$ cat src/mhc_pkg.sv
// constants and types shared by the memory hub control register bank
`default_nettype none

package mhc_pkg;

    // ------------------------------------------------------------
    // register indices; byte address is four times the index
    // ------------------------------------------------------------
    localparam logic [7:0] IDX_UPSTREAM = 8'h04;
    localparam logic [7:0] IDX_FIRST    = 8'h06;
    localparam logic [7:0] IDX_SECOND   = 8'h08;
    localparam logic [7:0] IDX_MAILBOX  = 8'h0a;
    localparam logic [7:0] IDX_CLOCK    = 8'h0b;

    localparam int unsigned REG_W  = 16;
    localparam int unsigned DATA_W = 32;

    // ------------------------------------------------------------
    // reset values and write masks
    // ------------------------------------------------------------
    localparam logic [15:0] RST_CTRL     = 16'h0000;
    localparam logic [15:0] RST_CLOCK    = 16'h0000;
    localparam logic [7:0]  RST_MB_BYTE  = 8'h00;
    localparam logic [15:0] MASK_UP      = 16'h067f;
    localparam logic [15:0] MASK_DRIVE   = 16'h007f;
    localparam logic [15:0] MASK_CLOCK   = 16'h003e;

    // ------------------------------------------------------------
    // field positions
    // ------------------------------------------------------------
    localparam int unsigned DRIVE_MAX_W  = 7;
    localparam int unsigned BIT_CHA_EN   = 9;
    localparam int unsigned BIT_CHB_EN   = 10;
    localparam int unsigned BIT_RVALID   = 15;
    localparam int unsigned BIT_WDONE    = 14;
    localparam int unsigned BIT_ERR      = 13;
    localparam int unsigned BIT_B_STOP   = 5;
    localparam int unsigned BIT_B_PWRDN  = 4;
    localparam int unsigned BIT_A_STOP   = 3;
    localparam int unsigned BIT_A_PWRDN  = 2;
    localparam int unsigned BIT_EXT_CLK  = 1;
    localparam int unsigned BIT_PHASE    = 0;

    // ------------------------------------------------------------
    // bus encodings and types
    // ------------------------------------------------------------
    localparam logic [1:0] HTRANS_NONSEQ = 2'b10;
    localparam logic       HRESP_OKAY    = 1'b0;

    typedef enum logic [2:0] {
        SEL_UP      = 3'b000,
        SEL_FIRST   = 3'b001,
        SEL_SECOND  = 3'b010,
        SEL_MAILBOX = 3'b011,
        SEL_CLOCK   = 3'b100,
        SEL_NONE    = 3'b111
    } mhc_sel_t;

    typedef enum logic {
        ST_IDLE = 1'b0,
        ST_DATA = 1'b1
    } mhc_state_t;

    localparam mhc_sel_t    CTRL_SEL  [3] = '{SEL_UP, SEL_FIRST, SEL_SECOND};
    localparam logic [15:0] CTRL_MASK [3] = '{MASK_UP, MASK_DRIVE, MASK_DRIVE};

endpackage

`default_nettype wire

$ cat src/mhc_mbox_if.sv
// link between the register decoder and the presence-detect mailbox
`default_nettype none

interface mhc_mbox_if;
    logic        rd_done;
    logic [7:0]  rd_byte;
    logic        wr_done;
    logic        err;
    logic        clr;
    logic        sw_we;
    logic [7:0]  sw_byte;
    logic [15:0] status;

    modport ctrl (output rd_done, rd_byte, wr_done, err, clr, sw_we, sw_byte, input status);
    modport mbox (input rd_done, rd_byte, wr_done, err, clr, sw_we, sw_byte, output status);
endinterface

`default_nettype wire

$ cat src/mhc_mailbox.sv
// presence-detect mailbox: sticky done/error flags and fetched byte
`default_nettype none

module mhc_mailbox (
    input  wire logic  hclk,
    input  wire logic  hresetn,
    mhc_mbox_if.mbox   mb
);
    import mhc_pkg::*;

    logic       rvalid;
    logic       wdone;
    logic       err;
    logic [7:0] data_byte;

    // ------------------------------------------------------------
    // flags: a set in the clearing cycle wins
    // ------------------------------------------------------------
    always_ff @(posedge hclk or negedge hresetn) begin
        if (!hresetn) begin
            rvalid <= 1'b0;
        end else if (mb.rd_done) begin
            rvalid <= 1'b1;
        end else if (mb.clr) begin
            rvalid <= 1'b0;
        end
    end

    always_ff @(posedge hclk or negedge hresetn) begin
        if (!hresetn) begin
            wdone <= 1'b0;
        end else if (mb.wr_done) begin
            wdone <= 1'b1;
        end else if (mb.clr) begin
            wdone <= 1'b0;
        end
    end

    always_ff @(posedge hclk or negedge hresetn) begin
        if (!hresetn) begin
            err <= 1'b0;
        end else if (mb.err) begin
            err <= 1'b1;
        end else if (mb.clr) begin
            err <= 1'b0;
        end
    end

    // fetched byte beats a software write in the same cycle
    always_ff @(posedge hclk or negedge hresetn) begin
        if (!hresetn) begin
            data_byte <= RST_MB_BYTE;
        end else if (mb.rd_done) begin
            data_byte <= mb.rd_byte;
        end else if (mb.sw_we) begin
            data_byte <= mb.sw_byte;
        end
    end

    assign mb.status = {rvalid, wdone, err, 5'h00, data_byte};
endmodule

`default_nettype wire

$ cat src/mhc_regs.sv
// memory hub control register bank behind an AHB-Lite slave
//
// Contract
// - channel-two enable low keeps channel two off
// - channel-one enable low keeps channel one off
// - bits 6:0 set upstream data drive current
// - bits 6:0 set first channel drive current
// - bits 6:0 set second channel drive current
// - mailbox bit 15 marks read byte, read clears
// - mailbox bit 14 marks write done, read clears
// - mailbox bit 13 marks bus failure, read clears
// - mailbox low byte holds fetched EEPROM byte
// - clock bit 5 drives second stop pin
// - clock bit 3 drives first stop pin
// - clock bits 4,2 drive powerdown pins, reset low
// - clock bit 1 selects external channel clocks
// - clock bit 0 reports upstream clock phase
// - system reset asynchronously restores all defaults
//
// The AHB-Lite register port is this design's own decision.
`default_nettype none

module mhc_regs #(
    parameter int unsigned DRIVE_W = 7
) (
    input  wire logic                       hclk,
    input  wire logic                       hresetn,
    input  wire logic                       hsel,
    input  wire logic [31:0]                haddr,
    input  wire logic [1:0]                 htrans,
    input  wire logic                       hwrite,
    input  wire logic [2:0]                 hsize,
    input  wire logic [mhc_pkg::DATA_W-1:0] hwdata,
    input  wire logic                       hready,
    output logic      [mhc_pkg::DATA_W-1:0] hrdata,
    output logic                            hreadyout,
    output logic                            hresp,
    input  wire logic                       spd_read_done,
    input  wire logic [7:0]                 spd_read_byte,
    input  wire logic                       spd_write_done,
    input  wire logic                       spd_error,
    input  wire logic                       upstream_clock_phase_flag,
    output logic                            first_channel_enable,
    output logic                            second_channel_enable,
    output logic      [DRIVE_W-1:0]         upstream_drive,
    output logic      [DRIVE_W-1:0]         first_channel_drive,
    output logic      [DRIVE_W-1:0]         second_channel_drive,
    output logic                            external_clock_select,
    output logic                            first_gen_stop_n,
    output logic                            second_gen_stop_n,
    output logic                            first_gen_powerdown_n,
    output logic                            second_gen_powerdown_n
);
    import mhc_pkg::*;

    // ------------------------------------------------------------
    // elaboration check
    // ------------------------------------------------------------
    // drive fields must fit below the reserved bits at 7 and up
    if (DRIVE_W < 1 || DRIVE_W > DRIVE_MAX_W) begin : g_bad_width
        $error("DRIVE_W must be 1 to 7");
    end

    // ------------------------------------------------------------
    // declarations
    // ------------------------------------------------------------
    mhc_state_t        state;
    mhc_state_t        next_state;
    mhc_sel_t          dsel;
    logic              dwrite;
    logic              addr_take;
    logic              wr_fire;
    logic              rd_fire;
    logic [REG_W-1:0]  ctl [3];
    logic [REG_W-1:0]  clk_ctl;
    logic [REG_W-1:0]  rd_word;
    logic              ph_meta;
    logic              ph_sync;

    // the mailbox keeps its own set-beats-clear flags behind this link
    mhc_mbox_if mb ();

    // ------------------------------------------------------------
    // address decode
    // ------------------------------------------------------------
    // hsize is not looked at: every access is one whole word
    // only whole aligned words inside the low kilobyte are mapped
    function automatic mhc_sel_t decode(input logic [31:0] a);
        mhc_sel_t s;
        s = SEL_NONE;
        if (a[1:0] == 2'b00 && a[31:10] == 22'h000000) begin
            case (a[9:2])
                IDX_UPSTREAM: s = SEL_UP;
                IDX_FIRST:    s = SEL_FIRST;
                IDX_SECOND:   s = SEL_SECOND;
                IDX_MAILBOX:  s = SEL_MAILBOX;
                IDX_CLOCK:    s = SEL_CLOCK;
                default:      s = SEL_NONE;
            endcase
        end
        return s;
    endfunction

    // ------------------------------------------------------------
    // bus slave sequencing
    // ------------------------------------------------------------
    assign addr_take = hsel && hready && htrans[1] && (state == ST_IDLE);
    assign wr_fire   = (state == ST_DATA) && dwrite;
    assign rd_fire   = (state == ST_DATA) && !dwrite;

    always_comb begin
        next_state = state;
        case (state)
            ST_IDLE: begin
                if (addr_take) begin
                    next_state = ST_DATA;
                end
            end
            ST_DATA: next_state = ST_IDLE;
            default: next_state = ST_IDLE;
        endcase
    end

    always_ff @(posedge hclk or negedge hresetn) begin
        if (!hresetn) begin
            state <= ST_IDLE;
        end else begin
            state <= next_state;
        end
    end

    // one wait cycle so read data can come from a flop
    always_ff @(posedge hclk or negedge hresetn) begin
        if (!hresetn) begin
            hreadyout <= 1'b1;
        end else if (state == ST_IDLE) begin
            hreadyout <= !addr_take;
        end else begin
            hreadyout <= 1'b1;
        end
    end

    always_ff @(posedge hclk or negedge hresetn) begin
        if (!hresetn) begin
            dsel   <= SEL_NONE;
            dwrite <= 1'b0;
        end else if (addr_take) begin
            dsel   <= decode(haddr);
            dwrite <= hwrite;
        end
    end

    // every transfer completes without error
    always_ff @(posedge hclk or negedge hresetn) begin
        if (!hresetn) begin
            hresp <= HRESP_OKAY;
        end else begin
            hresp <= HRESP_OKAY;
        end
    end

    // ------------------------------------------------------------
    // enable and drive current registers
    // ------------------------------------------------------------
    for (genvar i = 0; i < 3; i++) begin : g_ctl
        always_ff @(posedge hclk or negedge hresetn) begin
            if (!hresetn) begin
                ctl[i] <= RST_CTRL;
            end else if (wr_fire && dsel == CTRL_SEL[i]) begin
                ctl[i] <= hwdata[REG_W-1:0] & CTRL_MASK[i];
            end
        end
    end

    assign upstream_drive        = ctl[0][DRIVE_W-1:0];
    assign first_channel_drive   = ctl[1][DRIVE_W-1:0];
    assign second_channel_drive  = ctl[2][DRIVE_W-1:0];
    // channel logic gates its power and DLLs from these levels
    assign first_channel_enable  = ctl[0][BIT_CHA_EN];
    assign second_channel_enable = ctl[0][BIT_CHB_EN];

    // ------------------------------------------------------------
    // clock generator control
    // ------------------------------------------------------------
    always_ff @(posedge hclk or negedge hresetn) begin
        if (!hresetn) begin
            clk_ctl <= RST_CLOCK;
        end else if (wr_fire && dsel == SEL_CLOCK) begin
            clk_ctl <= hwdata[REG_W-1:0] & MASK_CLOCK;
        end
    end

    // pins are the register bits themselves, no gating
    assign second_gen_stop_n      = clk_ctl[BIT_B_STOP];
    assign first_gen_stop_n       = clk_ctl[BIT_A_STOP];
    assign second_gen_powerdown_n = clk_ctl[BIT_B_PWRDN];
    assign first_gen_powerdown_n  = clk_ctl[BIT_A_PWRDN];
    assign external_clock_select  = clk_ctl[BIT_EXT_CLK];

    // phase flag comes from the link clocks, so synchronise it
    always_ff @(posedge hclk or negedge hresetn) begin
        if (!hresetn) begin
            ph_meta <= 1'b0;
            ph_sync <= 1'b0;
        end else begin
            ph_meta <= upstream_clock_phase_flag;
            ph_sync <= ph_meta;
        end
    end

    // ------------------------------------------------------------
    // mailbox
    // ------------------------------------------------------------
    assign mb.rd_done = spd_read_done;
    assign mb.rd_byte = spd_read_byte;
    assign mb.wr_done = spd_write_done;
    assign mb.err     = spd_error;
    assign mb.clr     = rd_fire && dsel == SEL_MAILBOX;
    assign mb.sw_we   = wr_fire && dsel == SEL_MAILBOX;
    assign mb.sw_byte = hwdata[7:0];

    mhc_mailbox u_mailbox (
        .hclk    (hclk),
        .hresetn (hresetn),
        .mb      (mb.mbox)
    );

    // ------------------------------------------------------------
    // read path
    // ------------------------------------------------------------
    always_comb begin
        rd_word = 16'h0000;
        case (dsel)
            SEL_UP:      rd_word = ctl[0];
            SEL_FIRST:   rd_word = ctl[1];
            SEL_SECOND:  rd_word = ctl[2];
            SEL_MAILBOX: rd_word = mb.status;
            SEL_CLOCK:   rd_word = {clk_ctl[REG_W-1:1], ph_sync};
            default:     rd_word = 16'h0000;
        endcase
    end

    // status is sampled at the same edge that clears it
    always_ff @(posedge hclk or negedge hresetn) begin
        if (!hresetn) begin
            hrdata <= 32'h0000_0000;
        end else if (rd_fire) begin
            hrdata <= {16'h0000, rd_word};
        end
    end
endmodule

`default_nettype wire
$ cat config.mk
export PLATFORM = sky130hd
export DESIGN_NAME = mhc_regs
export DESIGN_NICKNAME = d
export VERILOG_FILES = /design/src/mhc_pkg.sv /design/src/mhc_mbox_if.sv /design/src/mhc_mailbox.sv /design/src/mhc_regs.sv
export SDC_FILE = /design/constraint.sdc
export NUM_CORES = 1
export LEC_CHECK = 0
export BUFFER_PORTS_ARGS = -buffer_cell sky130_fd_sc_hd__buf_2
export CAP_MARGIN = 20
export CORE_ASPECT_RATIO = 1.5
export CORE_MARGIN = 3
export CORE_UTILIZATION = 45
export DETAILED_ROUTE_END_ITERATION = 10
export GPL_TIMING_DRIVEN = 0
export PLACE_DENSITY_LB_ADDON = 0.08
export SYNTH_ARGS = -nofsm -noshare
export SYNTH_HDL_FRONTEND = slang
export SYNTH_HIERARCHICAL = 1
export SYNTH_SLANG_ARGS = --single-unit
$ cat constraint.sdc
create_clock -name hclk -period 2.15 [get_ports hclk]
set_clock_uncertainty 0.1 [all_clocks]
set_input_delay 0.3225 -clock hclk [delete_from_list [all_inputs] [get_ports hclk]]
set_output_delay 0.3225 -clock hclk [all_outputs]
set_load 0.01 [all_outputs]
==> flow_summary.toml <==
[run_status]
status = "completed"

[synth]
synth.most_common_cell = "dfrtp_1"
ys_seq_area_share_pct = 51.4
synth_cell_type_count = 43
ys_ff_latch = 63
synth-edff-count = 0
synth_area_sq_um = 3080
synth_top_flop_cell = "dfrtp_1"
synth.top_cells.by_area = "dfrtp_1 (48%), mux2_2 (11%), buf_4 (7.1%), mux2i_1 (6.2%), dfstp_2 (3.4%)"
async_flop_share_pct = 100
synthTopCellsByCount = "dfrtp_1 (59), buf_4 (29), mux2_2 (29), mux2i_1 (19), nand2_1 (17)"
yosys_warnings = 6
netlist.area_leader.share_pct = 47.9
synth_cells = 255
avgSynthCellArea_sq_um = 12.1
yosysTopAreaCell = "dfrtp_1"

[min_path]
hold_path.class = "input pin to register"

[routing]
wl_microns = 7160
dr_total_vias = 2388
via_per_inst = 5.05
drcViolationCount = 0
wl_per_cell_microns = 15.1
dr.pass1.iters = 5
drtIter0Drc = 98
postRouteAntennaNets = 0

[placement]
hpwl_microns = 5420
dpl_worst_slack_ns = 0.243
place_congestion = 0.768
portBuffers = 104
place_area_sq_um = 3770
dp_cells = 455

[finish]
nets = 478
final_area_sq_um = 4000
drive_above_1_share_pct = 50.9
area_growth_pct = 29.9
utilization_pct = 60.8
final_cell_count_no_fill = 473
diodes = 0

[sta]
hold_viol = 0
max_freq_mhz = 525
rsz0062_at_grt = "false"
slew_headroom_pct = 46.7
fin_setup_tns_ns = 0
hold_ws_ns = 0.0454
fin_ws_ns = 0.246
tightest_slew_ns = 0.799
slew_violations = 0
period_share_pct = 88.6
setup_viol = 0
period_needed_ns = 1.90

[clock_tree]
post_cts_resized = 0
clk_pin_slew_ns = 0.07
cts.sinks = 63
cts_buffer_depth = 2
h-tree-depth = 3
clock_tree.root_cell = "clkbuf_8"
cts_tree = "yes"
postCtsSetupBuffers = 0
cts_buffers = 9
clkLatencyLatePin_ns = 0.35

[power]
switchingPower_mw = 0.674
p_leak_nw = 2.08
pwr-share-clk_pct = 39.4
p_int_mw = 2.01
comb_power_share_pct = 12.5
seq_power_share_pct = 48.1
powerDensity_nw_per_um2 = 672
swShare_pct = 25.1
ir_drop_mv = 0.405
power_mw = 2.69

[floorplan]
die_w_microns = 73.5
rows = 36
die_h_microns = 107
num_io_pins = 148
core_area_sq_um = 6580
start_util_pct = 46.8
die_area_sq_um = 7890

[grt]
grt_usage_pct = 19.2
met2_usage_pct = 30.3
first_global_vias = 2389
met1_usage_pct = 23.6
top_usage_layer = "met2"
antenna_found_initial = 0
grt_overflow = 0
grt_max_degree = 64
grt_pass1_wl_microns = 11300
grtUsageMet3_pct = 5.42

[setup_path]
crit_arrival_ns = 2.04
crit_path_cell_trace = "buf_4 > buf_4 > and4_2 > buf_4 > mux2i_1 > o21ai_1"
crit_path_start_kind = "register"
max_stage_delay_ns = 0.55
cp.required_ns = 2.29
criticalPathCategory = "register to register"
crit_path_end_kind = "register"
critPathBufInv = 3
cp_common_cell = "buf_4"
cp_slowest_cell = "dfstp_2"
path_delay_family = "buffers and inverters"
critPathMaxFanout = 10

[flow_run]
maxCapViolations = 0
==> power groups by stage <==
stage                     clock, mW  sequential (mW)  combinational, mW
after floorplan                   0             1.33              0.156
after detailed placement          0             1.31              0.336
final                          1.06             1.29              0.337
after global placement            0             1.31              0.330
after global routing           1.14             1.30              0.375
after CTS                      1.09             1.29              0.340
==> state kept, by name (all words and copies together) (netlist names) <==
signal                 cells
hrdata                    16
u_mailbox/data_byte        8
first_channel_drive        7
second_channel_drive       7
upstream_drive             7
clk_ctl                    5
dsel                       3
dwrite                     1
first_channel_enable       1
hreadyout                  1
ph_meta                    1
ph_sync                    1
second_channel_enable      1
state                      1
u_mailbox/err              1
u_mailbox/rvalid           1
u_mailbox/wdone            1
==> worst reg2reg max path, delay by kind of cell (launching register included) <==
family / cells / cell delay (ns)
DFF: 1 / 0.55
muxes: 1 / 0.23
buffers and inverters: 3 / 0.62
and+or+nand+nor: 1 / 0.22
AOI/OAI and AO/OA: 1 / 0.07
==> layout make-up <==
cell class | instances | area (sq um)
clock buffers | 11 | 151
well taps | 76 | 95.1
clock inverters | 5 | 56.3
fillers | 566 | 2580
plain buffers | 35 | 262
repair buffers | 106 | 543
flip-flops and latches | 63 | 1580
multi-input cells | 173 | 1300
inverters | 4 | 15.0
==> cell families (layout without fill, tap and decap cells) <==
logic type | after synthesis | after routing | synth area share [%]
simple gates | 59 | 59 | 12.1
buf+inv | 39 | 161 | 8.98
flops | 63 | 63 | 51.4
compound gates | 43 | 43 | 9.75
other cells | 2 | 22 | 0.244
mux | 49 | 49 | 17.5
==> placed cells by master (no fill, tap or decap), drive strengths merged, types with 2 or more instances in the layout <==
cell type / netlist / routed
a21o: 3 / 3
a21oi: 8 / 8
a22o: 12 / 12
a31oi: 4 / 4
buf: 32 / 136
clkbuf: 3 / 14
clkinv: 0 / 3
conb: 2 / 22
dfrtp: 59 / 59
dfstp: 4 / 4
dlygate4sd3: 0 / 2
inv: 4 / 4
mux2: 29 / 29
mux2i: 19 / 19
nand2: 17 / 17
nand2b: 3 / 3
nand3: 2 / 2
nand4: 3 / 3
nor2: 13 / 13
nor2b: 4 / 4
nor3b: 3 / 3
nor4: 8 / 8
o21ai: 9 / 9
o221ai: 5 / 5
==> per-layer routing <==
layer	vias up	routed length, microns
met2	99	3510
met4	0	166
met3	11	571
li1	1144	-
met1	1134	2920
met5	-	0
==> worst paths after layout <==
check	startpoint	to	slack (ns)	cells after the start
setup / recovery	dsel[1]	u_mailbox/data_byte[5]	0.25	6
hold / removal	spd_write_done	u_mailbox/wdone	0.05	2
setup reg to reg	dsel[1]	u_mailbox/data_byte[5]	0.25	6
hold reg to reg	ph_meta	ph_sync	0.26	0
max in group asynchronous	hresetn	upstream_drive[1]	0.92	2
min in group asynchronous	hresetn	hrdata[12]	0.50	2
==> what timing repair did <==
action,4_1_cts,5_1_grt
hold buffers,2,0
endpoints found under the hold margin,60,0
setup endpoints to repair,0,0
No activity file was read; power rests on OpenSTA's default activity.
